==> src/alarm_ctl_consts.svh <==
`ifndef ALARM_CTL_CONSTS_SVH
`define ALARM_CTL_CONSTS_SVH

// ****************************************
// register offsets (byte address, low nibble)
// ****************************************
`define OFS_MIN_ALARM      4'h3
`define OFS_HOUR_ALARM     4'h5
`define OFS_DAY_ALARM      4'h7
`define OFS_ALARM_CTL_STAT 4'hB
`define OFS_WDOG_CENTI     4'hC
`define OFS_WDOG_SEC       4'hD

// ****************************************
// alarm_control_status bit positions
// ****************************************
`define BIT_UPDATE_XFER_EN 7
`define BIT_INT_PIN_SWAP   6
`define BIT_INTERRUPT_OUT_B_POLARITY  5
`define BIT_INT_PULSE_SEL  4
`define BIT_WDOG_IRQ_MASK  3
`define BIT_TOD_IRQ_MASK   2
`define BIT_WDOG_FLAG      1
`define BIT_TOD_FLAG       0
`define ALARM_MASK_BIT     7

// ****************************************
// reset values
// ****************************************
`define RST_ALARM_CTL      8'h8C
`define RST_ALARM_REG      8'h00
`define RST_WDOG_REG       8'h00

// ****************************************
// timing
// ****************************************
`define CORE_CLK_HZ        125000000
`define IRQ_PULSE_WIDTH_MS 3
`define MS_PER_S           1000

`endif

==> src/alarm_ctl_pkg.sv <==
package alarm_ctl_pkg;

  // ****************************************
  // command register layout
  // ****************************************
  typedef struct packed {
    logic update_transfer_enable;
    logic interrupt_pin_swap;
    logic interrupt_out_b_drive_polarity;
    logic interrupt_pulse_select;
    logic watchdog_irq_mask;
    logic tod_irq_mask;
    logic watchdog_alarm_flag;
    logic tod_alarm_flag;
  } alarm_ctl_t;

  // ****************************************
  // internal time, already incremented, bcd
  // ****************************************
  typedef struct packed {
    logic [7:0] seconds;
    logic [7:0] minutes;
    logic [7:0] hours;
    logic [7:0] days;
  } tod_time_t;

  // ****************************************
  // bus pins of the register port
  // ****************************************
  typedef struct packed {
    logic       ce_n;
    logic       oe_n;
    logic       we_n;
    logic [3:0] addr;
    logic [7:0] dq;
  } sram_bus_t;

endpackage : alarm_ctl_pkg

==> src/irq_flag_stage.sv <==
`timescale 1ns/100ps
`include "alarm_ctl_consts.svh"

module irq_flag_stage
  import alarm_ctl_pkg::*;
#(
  parameter int PULSE_CYCLES = 375000
) (
  input  wire logic i_core_clk,   // core clock
  input  wire logic i_sys_rst,    // async reset, high
  input  wire logic i_event,      // alarm occurred, one cycle
  input  wire logic i_clear,      // host touched alarm regs
  input  wire logic i_pulse_mode, // 1 pulse, 0 level
  output logic      o_flag        // flag and interrupt state
);

  localparam int CW = $clog2(PULSE_CYCLES + 1);
  localparam logic [CW-1:0] PULSE_LOAD = CW'(PULSE_CYCLES);

  logic [CW-1:0] cnt_r;
  logic [CW-1:0] cnt_nxt;
  logic          flag_r;
  logic          flag_nxt;
  wire           pulse_live = (cnt_r != '0);

  // ****************************************
  // pulse timer and flag
  // ****************************************
  // event beats a clear arriving in the same cycle
  assign cnt_nxt  = i_event ? PULSE_LOAD :
                    (i_clear || !pulse_live) ? '0 : cnt_r - CW'(1);
  assign flag_nxt = i_event ? 1'b1 :
                    i_clear ? 1'b0 :
                    i_pulse_mode ? (flag_r && (cnt_r > CW'(1))) : flag_r;

  always_ff @(posedge i_core_clk or posedge i_sys_rst) begin
    if (i_sys_rst) begin
      cnt_r  <= '0;
      flag_r <= 1'b0;
    end else begin
      cnt_r  <= cnt_nxt;
      flag_r <= flag_nxt;
    end
  end

  assign o_flag = flag_r;

endmodule : irq_flag_stage

==> src/alarm_watchdog_irq_control.sv <==
`timescale 1ns/100ps
`include "alarm_ctl_consts.svh"
// What this block does
// minutes/hours/days mask bits choose per-minute, minute, hour+minute or full match
// host programs only the four listed mask combinations
// alarm/control/status register decoded at byte address 0Bh
// transfer enable low freezes host-visible clock registers; high resumes updates
// pin swap high: a is time-of-day, b watchdog; low exchanges them
// host never enables interrupt a and square wave together
// polarity bit: 1 sources only with supply present, 0 sinks
// pulse select: 0 level outputs, 1 pulses of at least 3 ms
// watchdog mask high holds watchdog interrupt inactive
// watchdog interrupt follows its flag, pulse mode, polarity and routing
// time-of-day mask high holds that interrupt inactive
// time-of-day interrupt follows its flag, pulse mode, polarity and routing
// watchdog flag is read-only, set on watchdog alarm
// any access to a watchdog register clears watchdog flag
// in pulse mode a flag reads one only during its pulse
// time-of-day flag is read-only, set on time-of-day alarm
// any access to a time-of-day alarm register clears that flag
// watchdog access reloads bcd countdown; zero raises alarm and repeats
// both watchdog registers zero disables the watchdog
// all masks set fires when seconds roll 59 to 00
// alarm checked at hundredths 99; transfer on 99 to 00 roll
// level mode interrupt holds until host access clears its flag
// writes to the two flag bit positions are ignored

module alarm_watchdog_irq_control
  import alarm_ctl_pkg::*;
#(
  parameter int PULSE_CYCLES =
    (`IRQ_PULSE_WIDTH_MS * `CORE_CLK_HZ + `MS_PER_S - 1) / `MS_PER_S
) (
  input  wire logic       i_core_clk,              // core clock, 125 MHz
  input  wire logic       i_sys_rst,               // async reset, high
  input  wire sram_bus_t  i_bus,                   // chip/output/write enables, addr, dq in
  output logic [7:0]      o_dq,                    // read data
  output logic            o_dq_oe,                 // read data drive enable
  input  wire tod_time_t  i_tod,                   // incremented internal time, bcd
  input  wire logic       i_hundredth_tick,        // one pulse per 0.01 s
  input  wire logic       i_hundredths_wrap,       // hundredths roll 99 to 00
  input  wire logic       i_vcc_present,           // main supply present
  output logic            o_transfer_strobe,       // copy internal to visible regs
  output logic            o_interrupt_out_a,       // pin a level while driven
  output logic            o_interrupt_out_a_oe,    // pin a drive enable
  output logic            o_interrupt_out_b,       // pin b level while driven
  output logic            o_interrupt_out_b_oe,    // pin b drive enable
  output alarm_ctl_t      o_ctl                    // control bits for the rest of the chip
);

  // ****************************************
  // bcd helpers
  // ****************************************
  function automatic logic [15:0] bcd_dec(input logic [15:0] v);
    logic [15:0] r;
    logic        borrow;
    r      = v;
    borrow = 1'b1;
    for (int i = 0; i < 4; i++) begin
      if (borrow) begin
        if (r[4*i +: 4] == 4'h0) begin
          r[4*i +: 4] = 4'h9;
        end else begin
          r[4*i +: 4] = r[4*i +: 4] - 4'h1;
          borrow      = 1'b0;
        end
      end
    end
    return r;
  endfunction : bcd_dec

  function automatic logic field_eq(input logic [7:0] a, input logic [7:0] b,
                                    input logic [7:0] keep);
    return ((a & keep) == (b & keep));
  endfunction : field_eq

  // ****************************************
  // bus cycle detection
  // ****************************************
  logic       rd_prev_r;
  logic       wr_prev_r;
  logic [3:0] wr_addr_r;
  logic [7:0] wr_data_r;

  wire rd_act    = !i_bus.ce_n && !i_bus.oe_n && i_bus.we_n;
  wire wr_act    = !i_bus.ce_n && !i_bus.we_n;
  wire rd_start  = rd_act && !rd_prev_r;
  wire wr_commit = wr_prev_r && !wr_act;

  always_ff @(posedge i_core_clk or posedge i_sys_rst) begin
    if (i_sys_rst) begin
      rd_prev_r <= 1'b0;
      wr_prev_r <= 1'b0;
      wr_addr_r <= 4'h0;
      wr_data_r <= 8'h00;
    end else begin
      rd_prev_r <= rd_act;
      wr_prev_r <= wr_act;
      if (wr_act) begin
        wr_addr_r <= i_bus.addr;
        wr_data_r <= i_bus.dq;
      end
    end
  end

  // ****************************************
  // address decode
  // ****************************************
  wire hit_min_rd  = rd_start  && (i_bus.addr == `OFS_MIN_ALARM);
  wire hit_hour_rd = rd_start  && (i_bus.addr == `OFS_HOUR_ALARM);
  wire hit_day_rd  = rd_start  && (i_bus.addr == `OFS_DAY_ALARM);
  wire hit_wlo_rd  = rd_start  && (i_bus.addr == `OFS_WDOG_CENTI);
  wire hit_whi_rd  = rd_start  && (i_bus.addr == `OFS_WDOG_SEC);
  wire wr_min      = wr_commit && (wr_addr_r == `OFS_MIN_ALARM);
  wire wr_hour     = wr_commit && (wr_addr_r == `OFS_HOUR_ALARM);
  wire wr_day      = wr_commit && (wr_addr_r == `OFS_DAY_ALARM);
  wire wr_ctl      = wr_commit && (wr_addr_r == `OFS_ALARM_CTL_STAT);
  wire wr_wlo      = wr_commit && (wr_addr_r == `OFS_WDOG_CENTI);
  wire wr_whi      = wr_commit && (wr_addr_r == `OFS_WDOG_SEC);

  wire tod_access  = hit_min_rd || hit_hour_rd || hit_day_rd ||
                     wr_min || wr_hour || wr_day;
  wire wdog_access = hit_wlo_rd || hit_whi_rd || wr_wlo || wr_whi;

  // ****************************************
  // stored registers
  // ****************************************
  logic [7:0] min_alarm_r;
  logic [7:0] hour_alarm_r;
  logic [7:0] day_alarm_r;
  logic [7:0] wdog_centi_r;
  logic [7:0] wdog_sec_r;
  logic [5:0] ctl_bits_r;

  // day alarm keeps its mask bit and three day bits; the rest read zero
  wire [7:0] day_keep = 8'h87;

  always_ff @(posedge i_core_clk or posedge i_sys_rst) begin
    if (i_sys_rst) begin
      min_alarm_r  <= `RST_ALARM_REG;
      hour_alarm_r <= `RST_ALARM_REG;
      day_alarm_r  <= `RST_ALARM_REG;
      wdog_centi_r <= `RST_WDOG_REG;
      wdog_sec_r   <= `RST_WDOG_REG;
      ctl_bits_r   <= 6'(`RST_ALARM_CTL >> 2);
    end else begin
      if (wr_min)  min_alarm_r  <= wr_data_r;
      if (wr_hour) hour_alarm_r <= wr_data_r;
      if (wr_day)  day_alarm_r  <= wr_data_r & day_keep;
      if (wr_wlo)  wdog_centi_r <= wr_data_r;
      if (wr_whi)  wdog_sec_r   <= wr_data_r;
      if (wr_ctl)  ctl_bits_r   <= wr_data_r[7:2];
    end
  end

  wire xfer_en    = ctl_bits_r[`BIT_UPDATE_XFER_EN - 2];
  wire pin_swap   = ctl_bits_r[`BIT_INT_PIN_SWAP - 2];
  wire b_polarity = ctl_bits_r[`BIT_INTERRUPT_OUT_B_POLARITY - 2];
  wire pulse_sel  = ctl_bits_r[`BIT_INT_PULSE_SEL - 2];
  wire wdog_mask  = ctl_bits_r[`BIT_WDOG_IRQ_MASK - 2];
  wire tod_mask   = ctl_bits_r[`BIT_TOD_IRQ_MASK - 2];

  // ****************************************
  // time-of-day alarm compare
  // ****************************************
  wire [2:0] masks    = {min_alarm_r[`ALARM_MASK_BIT],
                         hour_alarm_r[`ALARM_MASK_BIT],
                         day_alarm_r[`ALARM_MASK_BIT]};
  wire       sec_zero = (i_tod.seconds == 8'h00);
  wire       min_eq   = field_eq(i_tod.minutes, min_alarm_r, 8'h7F);
  wire       hour_eq  = field_eq(i_tod.hours, hour_alarm_r, 8'h7F);
  wire       day_eq   = field_eq(i_tod.days, day_alarm_r, 8'h07);

  logic tod_match;
  always_comb begin
    unique case (masks)
      3'b111:  tod_match = sec_zero;
      3'b011:  tod_match = sec_zero && min_eq;
      3'b001:  tod_match = sec_zero && min_eq && hour_eq;
      3'b000:  tod_match = sec_zero && min_eq && hour_eq && day_eq;
      default: tod_match = 1'b0;
    endcase
  end

  wire tod_event = i_hundredths_wrap && tod_match;

  // ****************************************
  // watchdog countdown
  // ****************************************
  logic [15:0] wdog_cnt_r;
  logic [15:0] wdog_cnt_nxt;
  logic        wdog_event_r;

  // an access still in flight on the bus uses the value about to land
  wire [7:0]  reload_centi = wr_wlo ? wr_data_r : wdog_centi_r;
  wire [7:0]  reload_sec   = wr_whi ? wr_data_r : wdog_sec_r;
  wire [15:0] reload_val   = {reload_sec, reload_centi};
  wire        wdog_off     = ({wdog_sec_r, wdog_centi_r} == 16'h0000);
  wire        cnt_at_one   = (wdog_cnt_r == 16'h0001);
  wire        wdog_fire    = !wdog_off && !wdog_access &&
                             i_hundredth_tick && cnt_at_one;

  always_comb begin
    wdog_cnt_nxt = wdog_cnt_r;
    if (wdog_access) begin
      wdog_cnt_nxt = reload_val;
    end else if (wdog_off) begin
      wdog_cnt_nxt = 16'h0000;
    end else if (i_hundredth_tick) begin
      wdog_cnt_nxt = (cnt_at_one || wdog_cnt_r == 16'h0000) ?
                     {wdog_sec_r, wdog_centi_r} : bcd_dec(wdog_cnt_r);
    end
  end

  always_ff @(posedge i_core_clk or posedge i_sys_rst) begin
    if (i_sys_rst) begin
      wdog_cnt_r   <= 16'h0000;
      wdog_event_r <= 1'b0;
    end else begin
      wdog_cnt_r   <= wdog_cnt_nxt;
      wdog_event_r <= wdog_fire;
    end
  end

  // ****************************************
  // flags and interrupt timing
  // ****************************************
  logic tod_flag;
  logic wdog_flag;

  irq_flag_stage #(
    .PULSE_CYCLES (PULSE_CYCLES)
  ) u_tod_flag (
    .i_core_clk   (i_core_clk),
    .i_sys_rst    (i_sys_rst),
    .i_event      (tod_event),
    .i_clear      (tod_access),
    .i_pulse_mode (pulse_sel),
    .o_flag       (tod_flag)
  );

  irq_flag_stage #(
    .PULSE_CYCLES (PULSE_CYCLES)
  ) u_wdog_flag (
    .i_core_clk   (i_core_clk),
    .i_sys_rst    (i_sys_rst),
    .i_event      (wdog_event_r),
    .i_clear      (wdog_access),
    .i_pulse_mode (pulse_sel),
    .o_flag       (wdog_flag)
  );

  // ****************************************
  // interrupt routing and pin drive
  // ****************************************
  wire tod_irq  = tod_flag && !tod_mask;
  wire wdog_irq = wdog_flag && !wdog_mask;
  wire a_active = pin_swap ? tod_irq : wdog_irq;
  wire b_active = pin_swap ? wdog_irq : tod_irq;

  // a is open drain, pulled low while active
  assign o_interrupt_out_a    = 1'b0;
  assign o_interrupt_out_a_oe = a_active;
  // b sources high only with supply when polarity is 1; sinks low when polarity is 0
  assign o_interrupt_out_b    = b_polarity;
  assign o_interrupt_out_b_oe = b_active && (!b_polarity || i_vcc_present);

  // ****************************************
  // read path and status outputs
  // ****************************************
  alarm_ctl_t ctl_view;
  assign ctl_view = {ctl_bits_r, wdog_flag, tod_flag};

  logic [7:0] rd_mux;
  logic       rd_hit;
  always_comb begin
    rd_hit = 1'b1;
    unique case (i_bus.addr)
      `OFS_MIN_ALARM:      rd_mux = min_alarm_r;
      `OFS_HOUR_ALARM:     rd_mux = hour_alarm_r;
      `OFS_DAY_ALARM:      rd_mux = day_alarm_r;
      `OFS_ALARM_CTL_STAT: rd_mux = ctl_view;
      `OFS_WDOG_CENTI:     rd_mux = wdog_centi_r;
      `OFS_WDOG_SEC:       rd_mux = wdog_sec_r;
      default: begin
        rd_mux = 8'h00;
        rd_hit = 1'b0;
      end
    endcase
  end

  logic [7:0] dq_r;
  always_ff @(posedge i_core_clk or posedge i_sys_rst) begin
    if (i_sys_rst) begin
      dq_r <= 8'h00;
    end else begin
      dq_r <= rd_mux;
    end
  end

  assign o_dq              = dq_r;
  assign o_dq_oe           = rd_act && rd_prev_r && rd_hit;
  assign o_transfer_strobe = i_hundredths_wrap && xfer_en;
  assign o_ctl             = ctl_view;

endmodule : alarm_watchdog_irq_control

==> config.mk <==
export PLATFORM = sky130hd
export DESIGN_NAME = alarm_watchdog_irq_control
export DESIGN_NICKNAME = d
export VERILOG_FILES = /design/src/alarm_ctl_pkg.sv /design/src/irq_flag_stage.sv /design/src/alarm_watchdog_irq_control.sv
export VERILOG_INCLUDE_DIRS = /design/src
export SDC_FILE = /design/constraint.sdc
export NUM_CORES = 1
export LEC_CHECK = 0
export ABC_AREA = 1
export BUFFER_PORTS_ARGS = -buffer_cell sky130_fd_sc_hd__buf_2
export CAP_MARGIN = 40
export CELL_PAD_IN_SITES_DETAIL_PLACEMENT = 1
export CELL_PAD_IN_SITES_GLOBAL_PLACEMENT = 2
export CORE_MARGIN = 2
export CORE_UTILIZATION = 36
export CTS_CLUSTER_SIZE = 8
export DETAILED_ROUTE_END_ITERATION = 7
export GPL_ROUTABILITY_DRIVEN = 1
export GPL_TIMING_DRIVEN = 0
export PLACE_DENSITY = 0.81
export SLEW_MARGIN = 10
export SYNTH_ARGS = -nofsm -noshare
export SYNTH_HDL_FRONTEND = slang
export SYNTH_SLANG_ARGS = --single-unit
==> constraint.sdc <==
create_clock -name i_core_clk -period 7.94 [get_ports i_core_clk]
set_input_delay 1.588 -clock i_core_clk [delete_from_list [all_inputs] [get_ports i_core_clk]]
set_output_delay 1.588 -clock i_core_clk [all_outputs]
set_load 0.005 [all_outputs]
==> results.py <==
metrics = {
    "placement": {
        "hpwl_um": 15500,
        "port_buffers": 65,
        "gp_congestion": 0.834,
        "dp_cells": 1216,
        "dpl_cell_area_um2": 7350,
    },
    "power_and_ir_drop": {
        "p_sw_mw": 1.08,
        "p_seq_share_pct": 36.1,
        "comb_power_share_pct": 34.9,
        "pwr_density_cell_nw_per_um2": 342,
        "p_int_mw": 1.64,
        "clkPwrFrac_pct": 29.1,
        "p_leak_nw": 4.17,
        "ir_worst_vdd_v": 0.000170,
        "swShare_pct": 39.6,
    },
    "timing": {
        "max_slew_margin_pct": 35.7,
        "rsz0062_at_grt": "no",
        "fin_skew_ps": 7.17,
        "period_needed_ps": 4600,
        "maxSlewViolCount": 0,
        "max_freq_mhz": 217,
        "fin_crit_sh_pct": 57.9,
        "worst_pin_slew_ps": 957,
        "hold_viol_final": 0,
        "finalSetupTns_ps": 0,
        "setup-violations-final": 0,
    },
    "synthesis": {
        "ys_types": 33,
        "synth-simple-area-share_pct": 31.7,
        "synth-compound-area-share_pct": 9.24,
        "yosysSeqAreaShare_pct": 45.2,
        "synth_warnings": 0,
        "muxShareOfSynthArea_pct": 0,
        "avgSynthCellArea_um2": 7.28,
        "syn-num-nets": 979,
        "synthXorXnorAreaFrac_pct": 4.44,
        "syn-instance-count": 921,
        "synth_adder_area_share_pct": 1.12,
        "syn_area_um2": 6700,
        "synth_top_family_by_area": "simple AND/OR/NAND/NOR gates",
        "ys_ff_latch": 121,
    },
    "floorplanning": {
        "io_pins": 74,
        "fp-row-count": 49,
        "die_h_um": 140,
        "start_util_pct": 36.9,
        "core-area_um2": 18100,
        "die_area_um2": 19700,
        "chipWidth_um": 140,
    },
    "global_routing": {
        "antenna_found_initial": 0,
        "first_global_vias": 6419,
        "grt_max_degree": 73,
        "gr-usage-all-layers_pct": 22.1,
        "grt_first_pass_wirelength_um": 33900,
        "overflow": 0,
    },
    "setup_path": {
        "endpoint_kind": "output pin",
        "worstPathArrival_ps": 3010,
        "start_kind": "input pin",
        "required_ps": 6350,
        "cp_max_fo": 5,
        "critPathKind": "input pin to output pin",
    },
    "clock_tree": {
        "cts_tree": "done",
        "cts_resized": 0,
        "post_cts.repair.setup_buffers": 0,
        "path_clk_slew_ps": 60,
        "htree_num_levels": 4,
        "clk_latency_ps": 420,
        "clock_path_buffers": 2,
        "hold_buffers": 0,
        "cts_made_buffers": 17,
        "cts.sink_count": 121,
        "root_buffer": "clkbuf_16",
    },
    "layout": {
        "final_cell_mix": "275 x nand2_1, 130 x nor2_1, 118 x dfrtp_1, 114 x inv_1, 74 x o21ai_0",
        "fin_area_um2": 7950,
        "drive_gt1_share_pct": 13.2,
        "final_common_cell": "nand2_1",
        "antenna_cells": 0,
        "finalNonFillerCells": 1248,
        "nets": 1064,
        "fillers": 2327,
        "area_growth_pct": 18.5,
    },
    "routing": {
        "viasPerCell": 4.92,
        "postRouteAntennaNets": 0,
        "vias": 6141,
        "drcViolationCount": 0,
        "finalWirelength_um": 20800,
        "drtIter0Drc": 256,
        "first_pass_iters": 5,
        "post_drt_wl_per_cell_um": 16.7,
    },
    "job": {
        "drv_cap": 0,
    },
    "hold_path": {
        "hold_class": "flop to flop",
    },
    "run_status": {
        "status": "complete, no violations",
    },
}
[state kept, by name, indices dropped and copies added, names as in the netlist]
| name | flops |
|---|---|
| u_tod_flag.cnt_r | 19 |
| u_wdog_flag.cnt_r | 19 |
| wdog_cnt_r | 16 |
| hour_alarm_r | 8 |
| min_alarm_r | 8 |
| o_dq | 8 |
| wdog_centi_r | 8 |
| wdog_sec_r | 8 |
| wr_data_r | 8 |
| ctl_bits_r | 6 |
| day_alarm_r | 4 |
| wr_addr_r | 4 |
| rd_prev_r | 1 |
| u_tod_flag.o_flag | 1 |
| u_wdog_flag.o_flag | 1 |
| wdog_event_r | 1 |
| wr_prev_r | 1 |
[logic make-up (layout without fill, tap and decap cells)]
kind of cell,after synthesis,count (layout)
AO/OA/AOI/OAI,115,115
XOR/XNOR,34,34
adder cells (fa/ha/maj),6,6
buffers and inverters,136,234
flip-flops,121,121
other,1,1
AND/OR/NAND/NOR,508,508
[final cells by class]
| class | instances | area [um2] | share of cell area [%] |
|---|---|---|---|
| tap | 229 | 287 | 3.61 |
| sequential | 121 | 3030 | 38.2 |
| clock buffer | 19 | 453 | 5.70 |
| buffer | 19 | 109 | 1.37 |
| multi-input combinational | 664 | 3120 | 39.3 |
| inverter | 117 | 444 | 5.59 |
| clock inverter | 13 | 144 | 1.81 |
| timing repair buffer | 66 | 353 | 4.44 |
[through the flow]
stage	utilization [%]	power [mW]	hold slack, ps	setup slack (ps)
finish	43.8	2.72	457	3340
global route	43.8	2.95	483	3250
CTS	43.8	2.75	465	3360
detailed placement	40.5	1.94	457	3390
global placement	40.3	1.91	449	1420
floorplan	-	1.66	432	3140
[routing by layer]
metal / global-route usage (%) / vias to the layer above / wire length, um
met2: 36.3 / 99 / 9730
li1: - / 3069 / -
met5: 0 / - / 0
met1: 29.8 / 2945 / 10100
met3: 3.79 / 28 / 632
met4: 7.00 / 0 / 410
[critical path, stage by stage]
cell and delay [ps]:
buf_2 160, nand2_1 100, inv_1 80, nand3_1 180
inv_1 240, nor3_1 80, nor4_1 370, buf_2 210
[path summary, 6_finish.rpt]
check | endpoint | slack (ps) | startpoint | cells past startpoint
min | u_wdog_flag.cnt_r[0]$_DFF_PP0_ | 460 | u_wdog_flag.cnt_r[0]$_DFF_PP0_ | 1
min in group asynchronous | u_wdog_flag.cnt_r[13]$_DFF_PP0_ | 1290 | i_sys_rst | 2
max in group asynchronous | o_dq[5]$_DFF_PP0_ | 5950 | i_sys_rst | 3
max | o_dq_oe | 3340 | i_bus[8] | 8
min reg2reg | u_wdog_flag.cnt_r[0]$_DFF_PP0_ | 460 | u_wdog_flag.cnt_r[0]$_DFF_PP0_ | 1
max reg2reg | wdog_event_r$_DFF_PP0_ | 5940 | wdog_cnt_r[8]$_DFFE_PP0P_ | 8
[power groups by stage]
| stage | logic, mW | clock network, mW | registers, mW |
|---|---|---|---|
| after floorplan | 0.716 | 0 | 0.940 |
| after global placement | 0.924 | 0 | 0.985 |
| after detailed placement | 0.951 | 0 | 0.993 |
| after CTS | 0.964 | 0.803 | 0.984 |
| after global routing | 1.11 | 0.830 | 1.01 |
| final | 0.949 | 0.791 | 0.981 |
[synthesized netlist by cell type (all sizes together)]
cell / instances / area [um2]
conb: 1 / 3.75
nand4: 9 / 56.3
nor2: 137 / 556
buf: 12 / 82.6
nand3: 61 / 318
inv: 117 / 439
nand3b: 2 / 15.0
o2111ai: 2 / 17.5
dfstp: 3 / 78.8
nand2: 285 / 1110
a21oi: 20 / 104
xor2: 20 / 175
o22ai: 6 / 37.5
a221oi: 2 / 17.5
o221ai: 4 / 35.0
nor3: 11 / 55.1
nor4: 3 / 18.8
ha: 6 / 75.1
o211ai: 1 / 7.51
o21ai: 80 / 400
dfrtp: 118 / 2950
xnor2: 14 / 123
clkbuf: 7 / 26.3
Note: power is estimated with default switching activity, not from simulation.
